### config.mk
export PLATFORM = sky130hd
export DESIGN_NAME = tsc_host_flat
export DESIGN_NICKNAME = d
export VERILOG_FILES = /design/src/hdl/tsc_pkg.sv /design/src/hdl/tsc_if.sv /design/src/hdl/tsc_host.sv /design/src/flat_wrapper.sv
export SDC_FILE = /design/constraint.sdc
export NUM_CORES = 1
export LEC_CHECK = 0
export BUFFER_PORTS_ARGS = -buffer_cell sky130_fd_sc_hd__buf_2
export CORE_AREA = 2 2 153 155
export DETAILED_ROUTE_END_ITERATION = 10
export DIE_AREA = 0 0 155 157
export GPL_TIMING_DRIVEN = 0
export PLACE_DENSITY_LB_ADDON = 0.1
export SETUP_SLACK_MARGIN = 0.4
export SLEW_MARGIN = 25
export SYNTH_ARGS = -nofsm -noshare
export SYNTH_HDL_FRONTEND = slang
export SYNTH_SLANG_ARGS = --single-unit
### constraint.sdc
create_clock -name clk -period 4.5 [get_ports clk]
set_input_delay 0.9 -clock clk [delete_from_list [all_inputs] [get_ports clk]]
set_output_delay 0.9 -clock clk [all_outputs]
set_load 0.02 [all_outputs]
### src/hdl/tsc_pkg.sv
// shared constants and types for the serial configuration port, both ends
package tsc_pkg;
    localparam int CLK_HZ = 250_000_000;
    localparam int CLK_PERIOD_NS = 4;
    localparam int WORD_W = 24;
    localparam int REF_W = 23;
    localparam int RX_W = 22;
    localparam int TX_W = 23;
    localparam int MODE_W = 23;
    localparam int FREQ_W = 32;
    ////////////////////////
    // select codes in bits 1:0 of byte 0
    localparam logic [1:0] SEL_REF = 2'h0;
    localparam logic [1:0] SEL_RX = 2'h1;
    localparam logic [1:0] SEL_TX = 2'h2;
    localparam logic [1:0] SEL_MODE = 2'h3;
    localparam int SEL_LSB = 0;
    localparam int SEL_W = 2;
    // synthesizer word fields
    localparam int F_LSB = 2;
    localparam int F_W = 3;
    localparam int A_LSB = 5;
    localparam int A_W = 5;
    localparam int M_LSB = 10;
    localparam int M_W = 10;
    localparam int TRIM_LSB = 20;
    localparam int RX_TRIM_W = 2;
    localparam int TX_TRIM_W = 3;
    // mode word fields
    localparam int MODE_RXE_BIT = 3;
    localparam int MODE_TXE_BIT = 4;
    localparam int MODE_SLICER_BIT = 16;
    localparam logic [WORD_W-1:0] MODE_FIXED = 24'h000027;
    localparam logic [WORD_W-1:0] REF_WORD = 24'h0043c0;
    // register reset values
    localparam logic [REF_W-1:0] REF_RST = 23'h000000;
    localparam logic [RX_W-1:0] RX_RST = 22'h000000;
    localparam logic [TX_W-1:0] TX_RST = 23'h000000;
    localparam logic [MODE_W-1:0] MODE_RST = 23'h000000;
    // synthesizer relation: ref * (32 m + a + f / 8)
    localparam int REF_HZ = 50_000;
    localparam int MAIN_MUL = 32;
    localparam int FRAC_DIV = 8;
    localparam int STEP_HZ = REF_HZ / FRAC_DIV;
    ////////////////////////
    // host side timing and channel plan
    localparam int SCLK_PERIOD_NS = 32;
    localparam int SCLK_HALF_CYC = SCLK_PERIOD_NS / (2 * CLK_PERIOD_NS);
    localparam int TX_SETTLE_MS = 20;
    localparam int TX_SETTLE_CYC = CLK_HZ / 1000 * TX_SETTLE_MS;
    localparam int N_CHANNELS = 56;
    localparam int LOW_BASE = 563 * MAIN_MUL + 29;
    localparam int HIGH_BASE = 578 * MAIN_MUL + 1;
    localparam int CHAN_W = 6;
    localparam int CHAN_BAND_BIT = 7;
    ////////////////////////
    // host register map (byte addresses)
    localparam int ADDR_W = 5;
    localparam logic [ADDR_W-1:0] OFF_RX_CHAN = 5'h00;
    localparam logic [ADDR_W-1:0] OFF_TX_CHAN = 5'h04;
    localparam logic [ADDR_W-1:0] OFF_TRIM = 5'h08;
    localparam logic [ADDR_W-1:0] OFF_MODE = 5'h0c;
    localparam logic [ADDR_W-1:0] OFF_CMD = 5'h10;
    localparam logic [ADDR_W-1:0] OFF_STATUS = 5'h14;
    localparam int MODE_CTL_RX = 0;
    localparam int MODE_CTL_TX = 1;
    localparam int MODE_CTL_SLICER = 2;
    localparam int STAT_BUSY = 0;
    localparam int STAT_SETTLING = 1;
    localparam int STAT_REF_DONE = 2;
    localparam int STAT_REFUSED = 3;
    localparam logic [1:0] RESP_OKAY = 2'h0;
    localparam logic [1:0] RESP_SLVERR = 2'h2;
    typedef enum logic [3:0] {
        ST_IDLE = 4'h1,
        ST_LOAD = 4'h2,
        ST_SHIFT = 4'h4,
        ST_END = 4'h8
    } tsc_state_t;
endpackage

### src/hdl/tsc_if.sv
// three-wire programming link between host and device
interface tsc_if;
    logic latch_strobe;
    logic serial_clk;
    logic serial_data_in;
    modport host (
        output latch_strobe,
        output serial_clk,
        output serial_data_in
    );
    modport dev (
        input latch_strobe,
        input serial_clk,
        input serial_data_in
    );
endinterface

### src/hdl/tsc_host.sv
// host end: axi4-lite command registers driving the three-wire link
//
// Implementation choices: the AXI4-Lite interface to the registers and the address map.
module tsc_host #(
    parameter int TX_SETTLE_CYCLES = tsc_pkg::TX_SETTLE_CYC
) (
    input wire logic clk,
    input wire logic reset_n,
    tsc_if.host link,
    input wire logic [tsc_pkg::ADDR_W-1:0] s_axi_awaddr,
    input wire logic s_axi_awvalid,
    output logic s_axi_awready,
    input wire logic [31:0] s_axi_wdata,
    input wire logic [3:0] s_axi_wstrb,
    input wire logic s_axi_wvalid,
    output logic s_axi_wready,
    output logic [1:0] s_axi_bresp,
    output logic s_axi_bvalid,
    input wire logic s_axi_bready,
    input wire logic [tsc_pkg::ADDR_W-1:0] s_axi_araddr,
    input wire logic s_axi_arvalid,
    output logic s_axi_arready,
    output logic [31:0] s_axi_rdata,
    output logic [1:0] s_axi_rresp,
    output logic s_axi_rvalid,
    input wire logic s_axi_rready,
    output logic tx_ready_r
);
    import tsc_pkg::*;

    localparam int SETTLE_W = 32;
    localparam logic [4:0] LAST_BIT = 5'h17;
    localparam logic [2:0] HALF_LAST = 3'(SCLK_HALF_CYC - 1);

    ////////////////////////
    // axi write path: address and data taken in either order
    logic aw_held_r, w_held_r;
    logic [ADDR_W-1:0] awaddr_q_r;
    logic [7:0] wdata_q_r;
    logic wlane_q_r;
    wire aw_take = s_axi_awvalid & s_axi_awready;
    wire w_take = s_axi_wvalid & s_axi_wready;
    wire wr_go = aw_held_r & w_held_r & ~s_axi_bvalid;
    wire aw_held_nxt = (aw_held_r | aw_take) & ~wr_go;
    wire w_held_nxt = (w_held_r | w_take) & ~wr_go;
    wire wr_mapped = awaddr_q_r <= OFF_STATUS && awaddr_q_r[1:0] == 2'h0;
    wire wr_en = wr_go & wlane_q_r;

    always_ff @(posedge clk) begin
        if (!reset_n) begin
            aw_held_r <= 1'b0;
            w_held_r <= 1'b0;
            s_axi_awready <= 1'b0;
            s_axi_wready <= 1'b0;
            s_axi_bvalid <= 1'b0;
            s_axi_bresp <= RESP_OKAY;
            awaddr_q_r <= '0;
            wdata_q_r <= '0;
            wlane_q_r <= 1'b0;
        end else begin
            aw_held_r <= aw_held_nxt;
            w_held_r <= w_held_nxt;
            s_axi_awready <= ~aw_held_nxt;
            s_axi_wready <= ~w_held_nxt;
            if (aw_take) awaddr_q_r <= s_axi_awaddr;
            if (w_take) wdata_q_r <= s_axi_wdata[7:0];
            if (w_take) wlane_q_r <= s_axi_wstrb[0];
            if (wr_go) s_axi_bresp <= wr_mapped ? RESP_OKAY : RESP_SLVERR;
            s_axi_bvalid <= wr_go | (s_axi_bvalid & ~s_axi_bready);
        end
    end

    ////////////////////////
    // control registers
    logic [7:0] rx_chan_r, tx_chan_r, trim_r;
    logic [2:0] mode_ctl_r;
    logic ref_done_r, refused_r, sent_txe_r;
    logic [SETTLE_W-1:0] settle_r;
    tsc_state_t state_r;

    wire cmd_wr = wr_en && awaddr_q_r == OFF_CMD;
    wire [1:0] cmd_sel = wdata_q_r[1:0];
    wire idle = state_r == ST_IDLE;

    // channel number to main and swallow counts, fraction zero
    wire [14:0] rx_n = 15'((rx_chan_r[CHAN_BAND_BIT] ? HIGH_BASE : LOW_BASE)
        + int'(rx_chan_r[CHAN_W-1:0]));
    wire [14:0] tx_n = 15'((tx_chan_r[CHAN_BAND_BIT] ? HIGH_BASE : LOW_BASE)
        + int'(tx_chan_r[CHAN_W-1:0]));
    wire rx_bad = int'(rx_chan_r[CHAN_W-1:0]) >= N_CHANNELS;
    wire tx_bad = int'(tx_chan_r[CHAN_W-1:0]) >= N_CHANNELS;
    wire [WORD_W-1:0] rx_word = {2'h0, trim_r[1:0], rx_n, 3'h0, SEL_RX};
    wire [WORD_W-1:0] tx_word = {1'b0, trim_r[6:4], tx_n, 3'h0, SEL_TX};
    wire [WORD_W-1:0] mode_word = MODE_FIXED
        | (WORD_W'(mode_ctl_r[MODE_CTL_RX]) << MODE_RXE_BIT)
        | (WORD_W'(mode_ctl_r[MODE_CTL_TX]) << MODE_TXE_BIT)
        | (WORD_W'(mode_ctl_r[MODE_CTL_SLICER]) << MODE_SLICER_BIT);
    wire [WORD_W-1:0] pick_word = cmd_sel == SEL_REF ? REF_WORD :
        cmd_sel == SEL_RX ? rx_word : cmd_sel == SEL_TX ? tx_word : mode_word;
    // the reference word may go out only once after reset
    wire cmd_bad = !idle || (cmd_sel == SEL_REF && ref_done_r) ||
        (cmd_sel == SEL_RX && rx_bad) || (cmd_sel == SEL_TX && tx_bad);
    wire cmd_go = cmd_wr & ~cmd_bad;

    always_ff @(posedge clk) begin
        if (!reset_n) begin
            rx_chan_r <= 8'h00;
            tx_chan_r <= 8'h00;
            trim_r <= 8'h00;
            mode_ctl_r <= 3'h0;
            refused_r <= 1'b0;
        end else begin
            if (wr_en && awaddr_q_r == OFF_RX_CHAN) rx_chan_r <= wdata_q_r;
            if (wr_en && awaddr_q_r == OFF_TX_CHAN) tx_chan_r <= wdata_q_r;
            if (wr_en && awaddr_q_r == OFF_TRIM) trim_r <= wdata_q_r;
            if (wr_en && awaddr_q_r == OFF_MODE) mode_ctl_r <= wdata_q_r[2:0];
            if (cmd_wr) refused_r <= cmd_bad;
        end
    end

    ////////////////////////
    // serial engine: msb first, data changes while serial clock is low
    logic [WORD_W-1:0] word_r;
    logic [4:0] bit_r;
    logic [2:0] div_r;
    wire tick = div_r == HALF_LAST;
    wire mode_txe = word_r[MODE_TXE_BIT];
    wire end_done = state_r == ST_END && tick;
    wire settle_start = end_done && word_r[SEL_W-1:0] == SEL_MODE && mode_txe && !sent_txe_r;

    always_ff @(posedge clk) begin
        if (!reset_n) begin
            state_r <= ST_IDLE;
            div_r <= 3'h0;
            bit_r <= 5'h00;
            word_r <= '0;
            link.latch_strobe <= 1'b0;
            link.serial_clk <= 1'b0;
            link.serial_data_in <= 1'b0;
        end else begin
            div_r <= (idle || tick) ? 3'h0 : div_r + 3'h1;
            unique case (state_r)
                ST_IDLE: if (cmd_go) begin
                    word_r <= pick_word;
                    state_r <= ST_LOAD;
                end
                ST_LOAD: begin
                    link.latch_strobe <= 1'b1;
                    link.serial_data_in <= word_r[WORD_W-1];
                    bit_r <= 5'h00;
                    state_r <= ST_SHIFT;
                end
                ST_SHIFT: if (tick) begin
                    link.serial_clk <= ~link.serial_clk;
                    if (link.serial_clk) begin
                        word_r <= {word_r[WORD_W-2:0], word_r[WORD_W-1]};
                        link.serial_data_in <= word_r[WORD_W-2];
                        bit_r <= bit_r + 5'h01;
                        if (bit_r == LAST_BIT) state_r <= ST_END;
                    end
                end
                ST_END: if (tick) begin
                    link.latch_strobe <= 1'b0;
                    state_r <= ST_IDLE;
                end
            endcase
        end
    end

    ////////////////////////
    // settle timer after transmitter turn-on
    always_ff @(posedge clk) begin
        if (!reset_n) begin
            ref_done_r <= 1'b0;
            sent_txe_r <= 1'b0;
            settle_r <= '0;
            tx_ready_r <= 1'b0;
        end else begin
            if (end_done && word_r[SEL_W-1:0] == SEL_REF) ref_done_r <= 1'b1;
            if (end_done && word_r[SEL_W-1:0] == SEL_MODE) sent_txe_r <= mode_txe;
            if (settle_start) settle_r <= SETTLE_W'(TX_SETTLE_CYCLES);
            else if (settle_r != '0) settle_r <= settle_r - 32'h1;
            tx_ready_r <= sent_txe_r && settle_r == '0 && !settle_start;
        end
    end

    ////////////////////////
    // axi read path
    wire ar_take = s_axi_arvalid & s_axi_arready;
    wire rvalid_nxt = ar_take | (s_axi_rvalid & ~s_axi_rready);
    wire [3:0] status = {refused_r, ref_done_r, settle_r != '0, ~idle};
    wire [31:0] rd_word = s_axi_araddr == OFF_RX_CHAN ? 32'(rx_chan_r) :
        s_axi_araddr == OFF_TX_CHAN ? 32'(tx_chan_r) :
        s_axi_araddr == OFF_TRIM ? 32'(trim_r) :
        s_axi_araddr == OFF_MODE ? 32'(mode_ctl_r) :
        s_axi_araddr == OFF_STATUS ? 32'(status) : 32'h0;
    wire rd_mapped = s_axi_araddr <= OFF_STATUS && s_axi_araddr[1:0] == 2'h0;

    always_ff @(posedge clk) begin
        if (!reset_n) begin
            s_axi_arready <= 1'b0;
            s_axi_rvalid <= 1'b0;
            s_axi_rdata <= 32'h0;
            s_axi_rresp <= RESP_OKAY;
        end else begin
            s_axi_rvalid <= rvalid_nxt;
            s_axi_arready <= ~rvalid_nxt;
            if (ar_take) s_axi_rdata <= rd_word;
            if (ar_take) s_axi_rresp <= rd_mapped ? RESP_OKAY : RESP_SLVERR;
        end
    end

endmodule

### src/flat_wrapper.sv
// flat-port wrapper written by rule: the top's interface ports become plain ports
module tsc_host_flat import tsc_pkg::*;
#(
    parameter int TX_SETTLE_CYCLES = tsc_pkg::TX_SETTLE_CYC
)
  (clk, reset_n, s_axi_awaddr, s_axi_awvalid, s_axi_awready, s_axi_wdata, s_axi_wstrb, s_axi_wvalid, s_axi_wready, s_axi_bresp, s_axi_bvalid, s_axi_bready, s_axi_araddr, s_axi_arvalid, s_axi_arready, s_axi_rdata, s_axi_rresp, s_axi_rvalid, s_axi_rready, tx_ready_r, link_latch_strobe, link_serial_clk, link_serial_data_in);
  tsc_if link_i ();
  input wire logic clk;
  input wire logic reset_n;
  input wire logic [tsc_pkg::ADDR_W-1:0] s_axi_awaddr;
  input wire logic s_axi_awvalid;
  output logic s_axi_awready;
  input wire logic [31:0] s_axi_wdata;
  input wire logic [3:0] s_axi_wstrb;
  input wire logic s_axi_wvalid;
  output logic s_axi_wready;
  output logic [1:0] s_axi_bresp;
  output logic s_axi_bvalid;
  input wire logic s_axi_bready;
  input wire logic [tsc_pkg::ADDR_W-1:0] s_axi_araddr;
  input wire logic s_axi_arvalid;
  output logic s_axi_arready;
  output logic [31:0] s_axi_rdata;
  output logic [1:0] s_axi_rresp;
  output logic s_axi_rvalid;
  input wire logic s_axi_rready;
  output logic tx_ready_r;
  output wire logic [$bits(link_i.latch_strobe)-1:0] link_latch_strobe;
  output wire logic [$bits(link_i.serial_clk)-1:0] link_serial_clk;
  output wire logic [$bits(link_i.serial_data_in)-1:0] link_serial_data_in;
  assign link_latch_strobe = link_i.latch_strobe;
  assign link_serial_clk = link_i.serial_clk;
  assign link_serial_data_in = link_i.serial_data_in;
  tsc_host #(.TX_SETTLE_CYCLES(TX_SETTLE_CYCLES)) u_core (.clk(clk), .reset_n(reset_n), .link(link_i), .s_axi_awaddr(s_axi_awaddr), .s_axi_awvalid(s_axi_awvalid), .s_axi_awready(s_axi_awready), .s_axi_wdata(s_axi_wdata), .s_axi_wstrb(s_axi_wstrb), .s_axi_wvalid(s_axi_wvalid), .s_axi_wready(s_axi_wready), .s_axi_bresp(s_axi_bresp), .s_axi_bvalid(s_axi_bvalid), .s_axi_bready(s_axi_bready), .s_axi_araddr(s_axi_araddr), .s_axi_arvalid(s_axi_arvalid), .s_axi_arready(s_axi_arready), .s_axi_rdata(s_axi_rdata), .s_axi_rresp(s_axi_rresp), .s_axi_rvalid(s_axi_rvalid), .s_axi_rready(s_axi_rready), .tx_ready_r(tx_ready_r));
endmodule
Word level (Yosys, flattened, before mapping)
Index checks and enable logic that the tools add are counted.
W data, S select, Z words.

storage, ports and cells
  word-level logic and storage cells = 164
  bits in registers = 159
  input bits = 53
  output and inout port bits = 45

operators by class
  bitwise logic cells = 28
  equal/unequal tests = 22
  reductions and logical operators = 43
  magnitude comparators = 4
  mux-type cells = 32
  add/subtract/negate cells = 5

operators with widths
  cell                     count
  $mux W24                 6
  $mux W32                 4
  $pmux W24 S2             1
  $mux W23                 2
  $logic_not A32 Y1        1
  $reduce_bool A32 Y1      1
  $sub A32 B1 Y32 const B  1
  $add A15 B7 Y15          2
  $mux W12                 2
  $mux W4                  6
  $or A24 B17 Y24          1
  $eq A5 B4 Y1 const B     4
  $logic_and A1 B1 Y1      17
  $pmux W4 S4              1
  $eq A5 B5 Y1 const B     3
  $ge A6 B6 Y1 const B     2
  $and A1 B1 Y1            11
  $not A1 Y1               11
  $eq A5 B3 Y1 const B     2
  $le A5 B5 Y1 const B     2
  $logic_not A5 Y1         2
  $mux W5                  2
  $pmux W5 S2              1
  $logic_not A2 Y1         4
  other kinds (24)         45

Logic depth before layout (Yosys ltp)
  depth in word-level cells = 9
  gate-level depth with buffers = 8
  depth with buffers taken out = 7

Least setup slack after synthesis
No wires, ideal clock.

  path type = input to register
  start point = input s_axi_araddr[4] in the netlist's numbering
  end point = register u_core.s_axi_rdata[1]
  slack = 2.473 ns
  stages on the path = 5
  path buffers = 1
  arrival time = 1.936 ns
  cell sequence = clkbuf_1 -> or3_1 -> a221oi_1 -> a211oi_1 -> a311oi_1

on the way
  word-level cells in the longest chain between the ends = 6

ends and longest elaborated chain
  item                  line                RTL
  from (decl)           flat_wrapper.sv:20  input wire logic [tsc_pkg::ADDR_W-1:0] s_axi_araddr;
  $eq A5 B5 Y1          tsc_host.sv:196     s_axi_araddr == OFF_STATUS ? 32'(status) : 32'h0;
  $mux W4               tsc_host.sv:196
  $mux W32              tsc_host.sv:195     s_axi_araddr == OFF_MODE ? 32'(mode_ctl_r) :
  $mux W32              tsc_host.sv:194     s_axi_araddr == OFF_TRIM ? 32'(trim_r) :
  $mux W32              tsc_host.sv:193     s_axi_araddr == OFF_TX_CHAN ? 32'(tx_chan_r) :
  $mux W32 *            tsc_host.sv:192     wire [31:0] rd_word = s_axi_araddr == OFF_RX_CHAN ? 32'(rx_chan_r) :
  to (signal assigned)  tsc_host.sv:208     if (ar_take) s_axi_rdata <= rd_word;
  to (decl)             tsc_host.sv:23      output logic [31:0] s_axi_rdata,

Every way passes the cells marked *; elsewhere a longest branch is shown, timed or not.
A chain may end at the register's enable or synchronous reset.

Worst setup path in the final report
  start point = register u_core.wdata_q_r[0]
  end point = register u_core.word_r[20]

on the way
  word-level cells in the longest chain between the ends = 9

ends and longest elaborated chain
  item                             line                             RTL
  from (decl)                      tsc_host.sv:39                   logic [7:0] wdata_q_r;
  from (signal assigned)           tsc_host.sv:66                   if (w_take) wdata_q_r <= s_axi_wdata[7:0];
  $logic_not A2 Y1                 tsc_host.sv:98, tsc_host.sv:101
  $logic_and A1 B1 Y1              tsc_host.sv:101                  wire cmd_bad = !idle || (cmd_sel == SEL_REF && ref_done_r) ||
  $logic_or A1 B1 Y1 (2 in a row)  tsc_host.sv:101
  $logic_or A1 B1 Y1               tsc_host.sv:102                  (cmd_sel == SEL_RX && rx_bad) || (cmd_sel == SEL_TX && tx_bad);
  $not A1 Y1                       tsc_host.sv:103                  wire cmd_go = cmd_wr & ~cmd_bad;
  $and A1 B1 Y1                    tsc_host.sv:103
  $ne A2 B2 Y1 (no line)           -
  $reduce_and A4 Y1 (no line)      -
  to (signal assigned)             tsc_host.sv:144                  word_r <= pick_word;
  to (signal assigned)             tsc_host.sv:156                  word_r <= {word_r[WORD_W-2:0], word_r[WORD_W-1]};
  to (decl)                        tsc_host.sv:123                  logic [WORD_W-1:0] word_r;

Several ways; a longest one is shown, not always the timed one. The select of a mux whose other input is x is not followed.

==> out/metrics.cfg <==
[floorplan]
die_w_um = 155
core_area_mm2 = 0.0225
io_pins = 98
num_rows = 55
die_h_um = 157
dieArea_mm2 = 0.0243
start_util = 0.297

[logic_synthesis]
synthCells = 769
ys_seq_area_frac = 0.399
netlist.area_leader.share = 0.399
ys_warn_count = 0
synth_cell_types = 73
synth_edf_count = 0
synth_most_common_cell = dfxtp_1
synth.largest_area_cell = dfxtp_1
ys.flop_type = dfxtp_1
synthTopCellsByArea = dfxtp_1, nor2_1, mux2i_1, nand2_1, ha_1
postSynthAreaPerCell_um2 = 8.68
ys_ff_latch = 133
ys_top_cells_by_count = dfxtp_1, nor2_1, nand2_1
syn_area_mm2 = 0.00668
async_reset_ff_frac = 0

[drt]
wire_per_inst_um = 16.8
drt_iter0_drc = 349
drcViolationCount = 0
wirelength_um = 19400
avgViaCountPerCell = 4.93
drt_first_pass_iters = 4
vias = 5687
ant_nets = 0

[worst_setup_path]
crit_fanout = 8
start_kind = flop
critical_path.max_stage_delay_ns = 0.58
cp.depth = 6
r2r_cells = 6
r2r_slack_ns = 2.04
cp-end-kind = flop
arrival_ns = 2.80
path_cells = inv_1, ha_1, nand2b_1, nor2_1, a22oi_1, a311oi_2
cp_slowest_cell = nor2_1
path_class = reg -> reg
worstPathRequired_ns = 4.84
worst_r2r_endpoint = u_core.word_r[20]$_SDFFE_PN0P_
critical_path.top_delay_family = simple AND/OR/NAND/NOR gates
reg2reg_from = u_core.wdata_q_r[0]$_SDFFE_PN0P_
crit_buf_inv = 1

[pwr]
p_leak_nw = 2.96
p_per_area_mw_per_mm2 = 520
vdd_drop_max_mv = 0.251

[clock_tree]
postCtsResizedCells = 0
clkSinkCount = 133
path_clk_slew_ns = 0.06
root_buffer = clkbuf_16
postCtsSetupBuffers = 0
htreeDepth = 4
cts_max_path_buffers = 2
clk_latency_ns = 0.43
cts_tree = done
cts_made_buffers = 17
ctsHoldBuffers = 0

[job]
cap_violations = 0

[worst_hold_path]
min_from = u_core.div_r[0]$_SDFF_PP0_
whs_endpoint = u_core.div_r[0]$_SDFF_PP0_
min_path_cells = 1
hold_class = reg -> reg

[place]
io_buffers = 43
placedInstanceArea_mm2 = 0.00734
dp.final_hpwl_um = 14300
place_congestion = 0.798
placed_cells_incl_taps = 1122
place_ws_ns = 1.80

[grt]
grt_pass1_vias = 5488
grt_max_degree = 17
grt_usage = 0.166
overflow = 0
use_met2 = 0.280
top_usage_layer = met2
antenna_found_initial = 0
grt_use_met1 = 0.216
grt_pass1_wl_um = 31100
met3_usage = 0.0306

[final_layout]
design_area_mm2 = 0.00794
n_antenna_cell = 0
instances_no_fill = 1154
area_growth_pct = 18.9
layout.nets = 929
drive_above_1_share = 0.166

[timing]
tightest_slew_ns = 0.849
max_freq_ghz = 0.406
hold_viol = 0
fin_ws_ns = 2.04
finalCritPeriodShare = 0.548
slew-limit-headroom = 0.429
rsz0062_at_grt = false
fin_skew_ns = 0.0121
slew_violations = 0
tns_ns = 0
setup_violations = 0
post-route-min-period_ns = 2.46

[run_status]
status = finished, final reports clean

-- logic make-up after synthesis --
family / share of synthesized area
and+or+nand+nor: 0.244
AOI/OAI and AO/OA: 0.170
DFF: 0.399
buffers and inverters: 0.0680
muxes: 0.0575
adders and majority gates: 0.0375
xor gates and xnor gates: 0.0236
other: 0.000562
-- area by class of cell --
cell class | count | area [µm²]
fill | 2354 | 14600
multi-input combinational | 576 | 3650
sequential | 133 | 2660
clock buffer | 19 | 443
buffer | 61 | 364
tap | 285 | 357
timing repair buffer | 43 | 215
clock inverter | 13 | 156
inverter | 24 | 90.1
-- worst max-delay path by stage --
stage / startpoint / endpoint / slack (ns)
detailed placement: reset_n / u_core.bit_r[1]$_SDFFE_PN0P_ / 1.80
global route: u_core.wdata_q_r[1]$_SDFFE_PN0P_ / u_core.word_r[20]$_SDFFE_PN0P_ / 1.87
floorplan: s_axi_araddr[4] / u_core.s_axi_rdata[1]$_SDFFE_PN0P_ / 2.47
finish: u_core.wdata_q_r[0]$_SDFFE_PN0P_ / u_core.word_r[20]$_SDFFE_PN0P_ / 2.04
global placement: reset_n / u_core.bit_r[1]$_SDFFE_PN0P_ / 1.80
CTS: u_core.div_r[0]$_SDFF_PP0_ / u_core.settle_r[20]$_SDFFE_PP0P_ / 2.00
-- report_power, final --
part	total (mW)	switching, mW	internal, mW	leakage [nW]
clock	1.44	0.593	0.849	0.289
combinational	1.25	0.786	0.461	1.60
sequential	1.44	0.139	1.30	1.08
total	4.13	1.52	2.61	2.96
-- layer usage --
metal	part of all wire	routed length [µm]
met4	0.013	256
met2	0.48	9280
met3	0.030	577
met1	0.48	9250
met5	0	0
-- worst register-to-register path, delay by kind of cell (launching register included) --
kind	cells	cell delay (ns)
flops	1	0.51
buf+inv	1	0.11
simple gates	2	0.91
fa+ha+maj	1	0.30
compound gates	2	0.55
-- layout by cell type, fill, tap and decap left out, types with 5 or more instances in the layout --
cell type and n:
o211ai_1 7, clkbuf_1 19, a21oi_1 49, nand2b_1 8, nor4_1 5, a31oi_1 11
mux2i_1 35, inv_6 8, nand2_1 73, and2_1 6, inv_1 24, a311oi_2 5
nor2b_1 5, or4_1 10, ha_1 20, clkbuf_16 17, a22oi_1 11, a32oi_1 5
or3_1 12, buf_4 32, conb_1 26, nor2_1 96, nor3b_1 5, dfxtp_1 133
o31ai_1 10, buf_2 49, nand4_1 10, o21ai_0 31, nand3_1 22, xnor2_1 9
xor2_1 9, nor3_1 12, a211oi_1 16
-- sequential cells by signal (all words and copies together) (netlist names), 3 cells and up --
name and count:
u_core.awaddr_q_r 5, u_core.trim_r 8, u_core.div_r 3, u_core.rx_chan_r 8
u_core.mode_ctl_r 3, u_core.wdata_q_r 8, u_core.s_axi_rdata 8, u_core.state_r 4
u_core.bit_r 5, u_core.word_r 24, u_core.settle_r 32, u_core.tx_chan_r 8
-- through the flow --
step	hold WS (ns)	total power, mW	util
after floorplan	0.399	2.40	-
after global placement	0.417	2.72	0.326
after detailed placement	0.427	2.71	0.326
after CTS	0.444	4.17	0.353
after global routing	0.456	4.40	0.353
final	0.443	4.13	0.353
No activity file was read; power rests on OpenSTA's default activity.
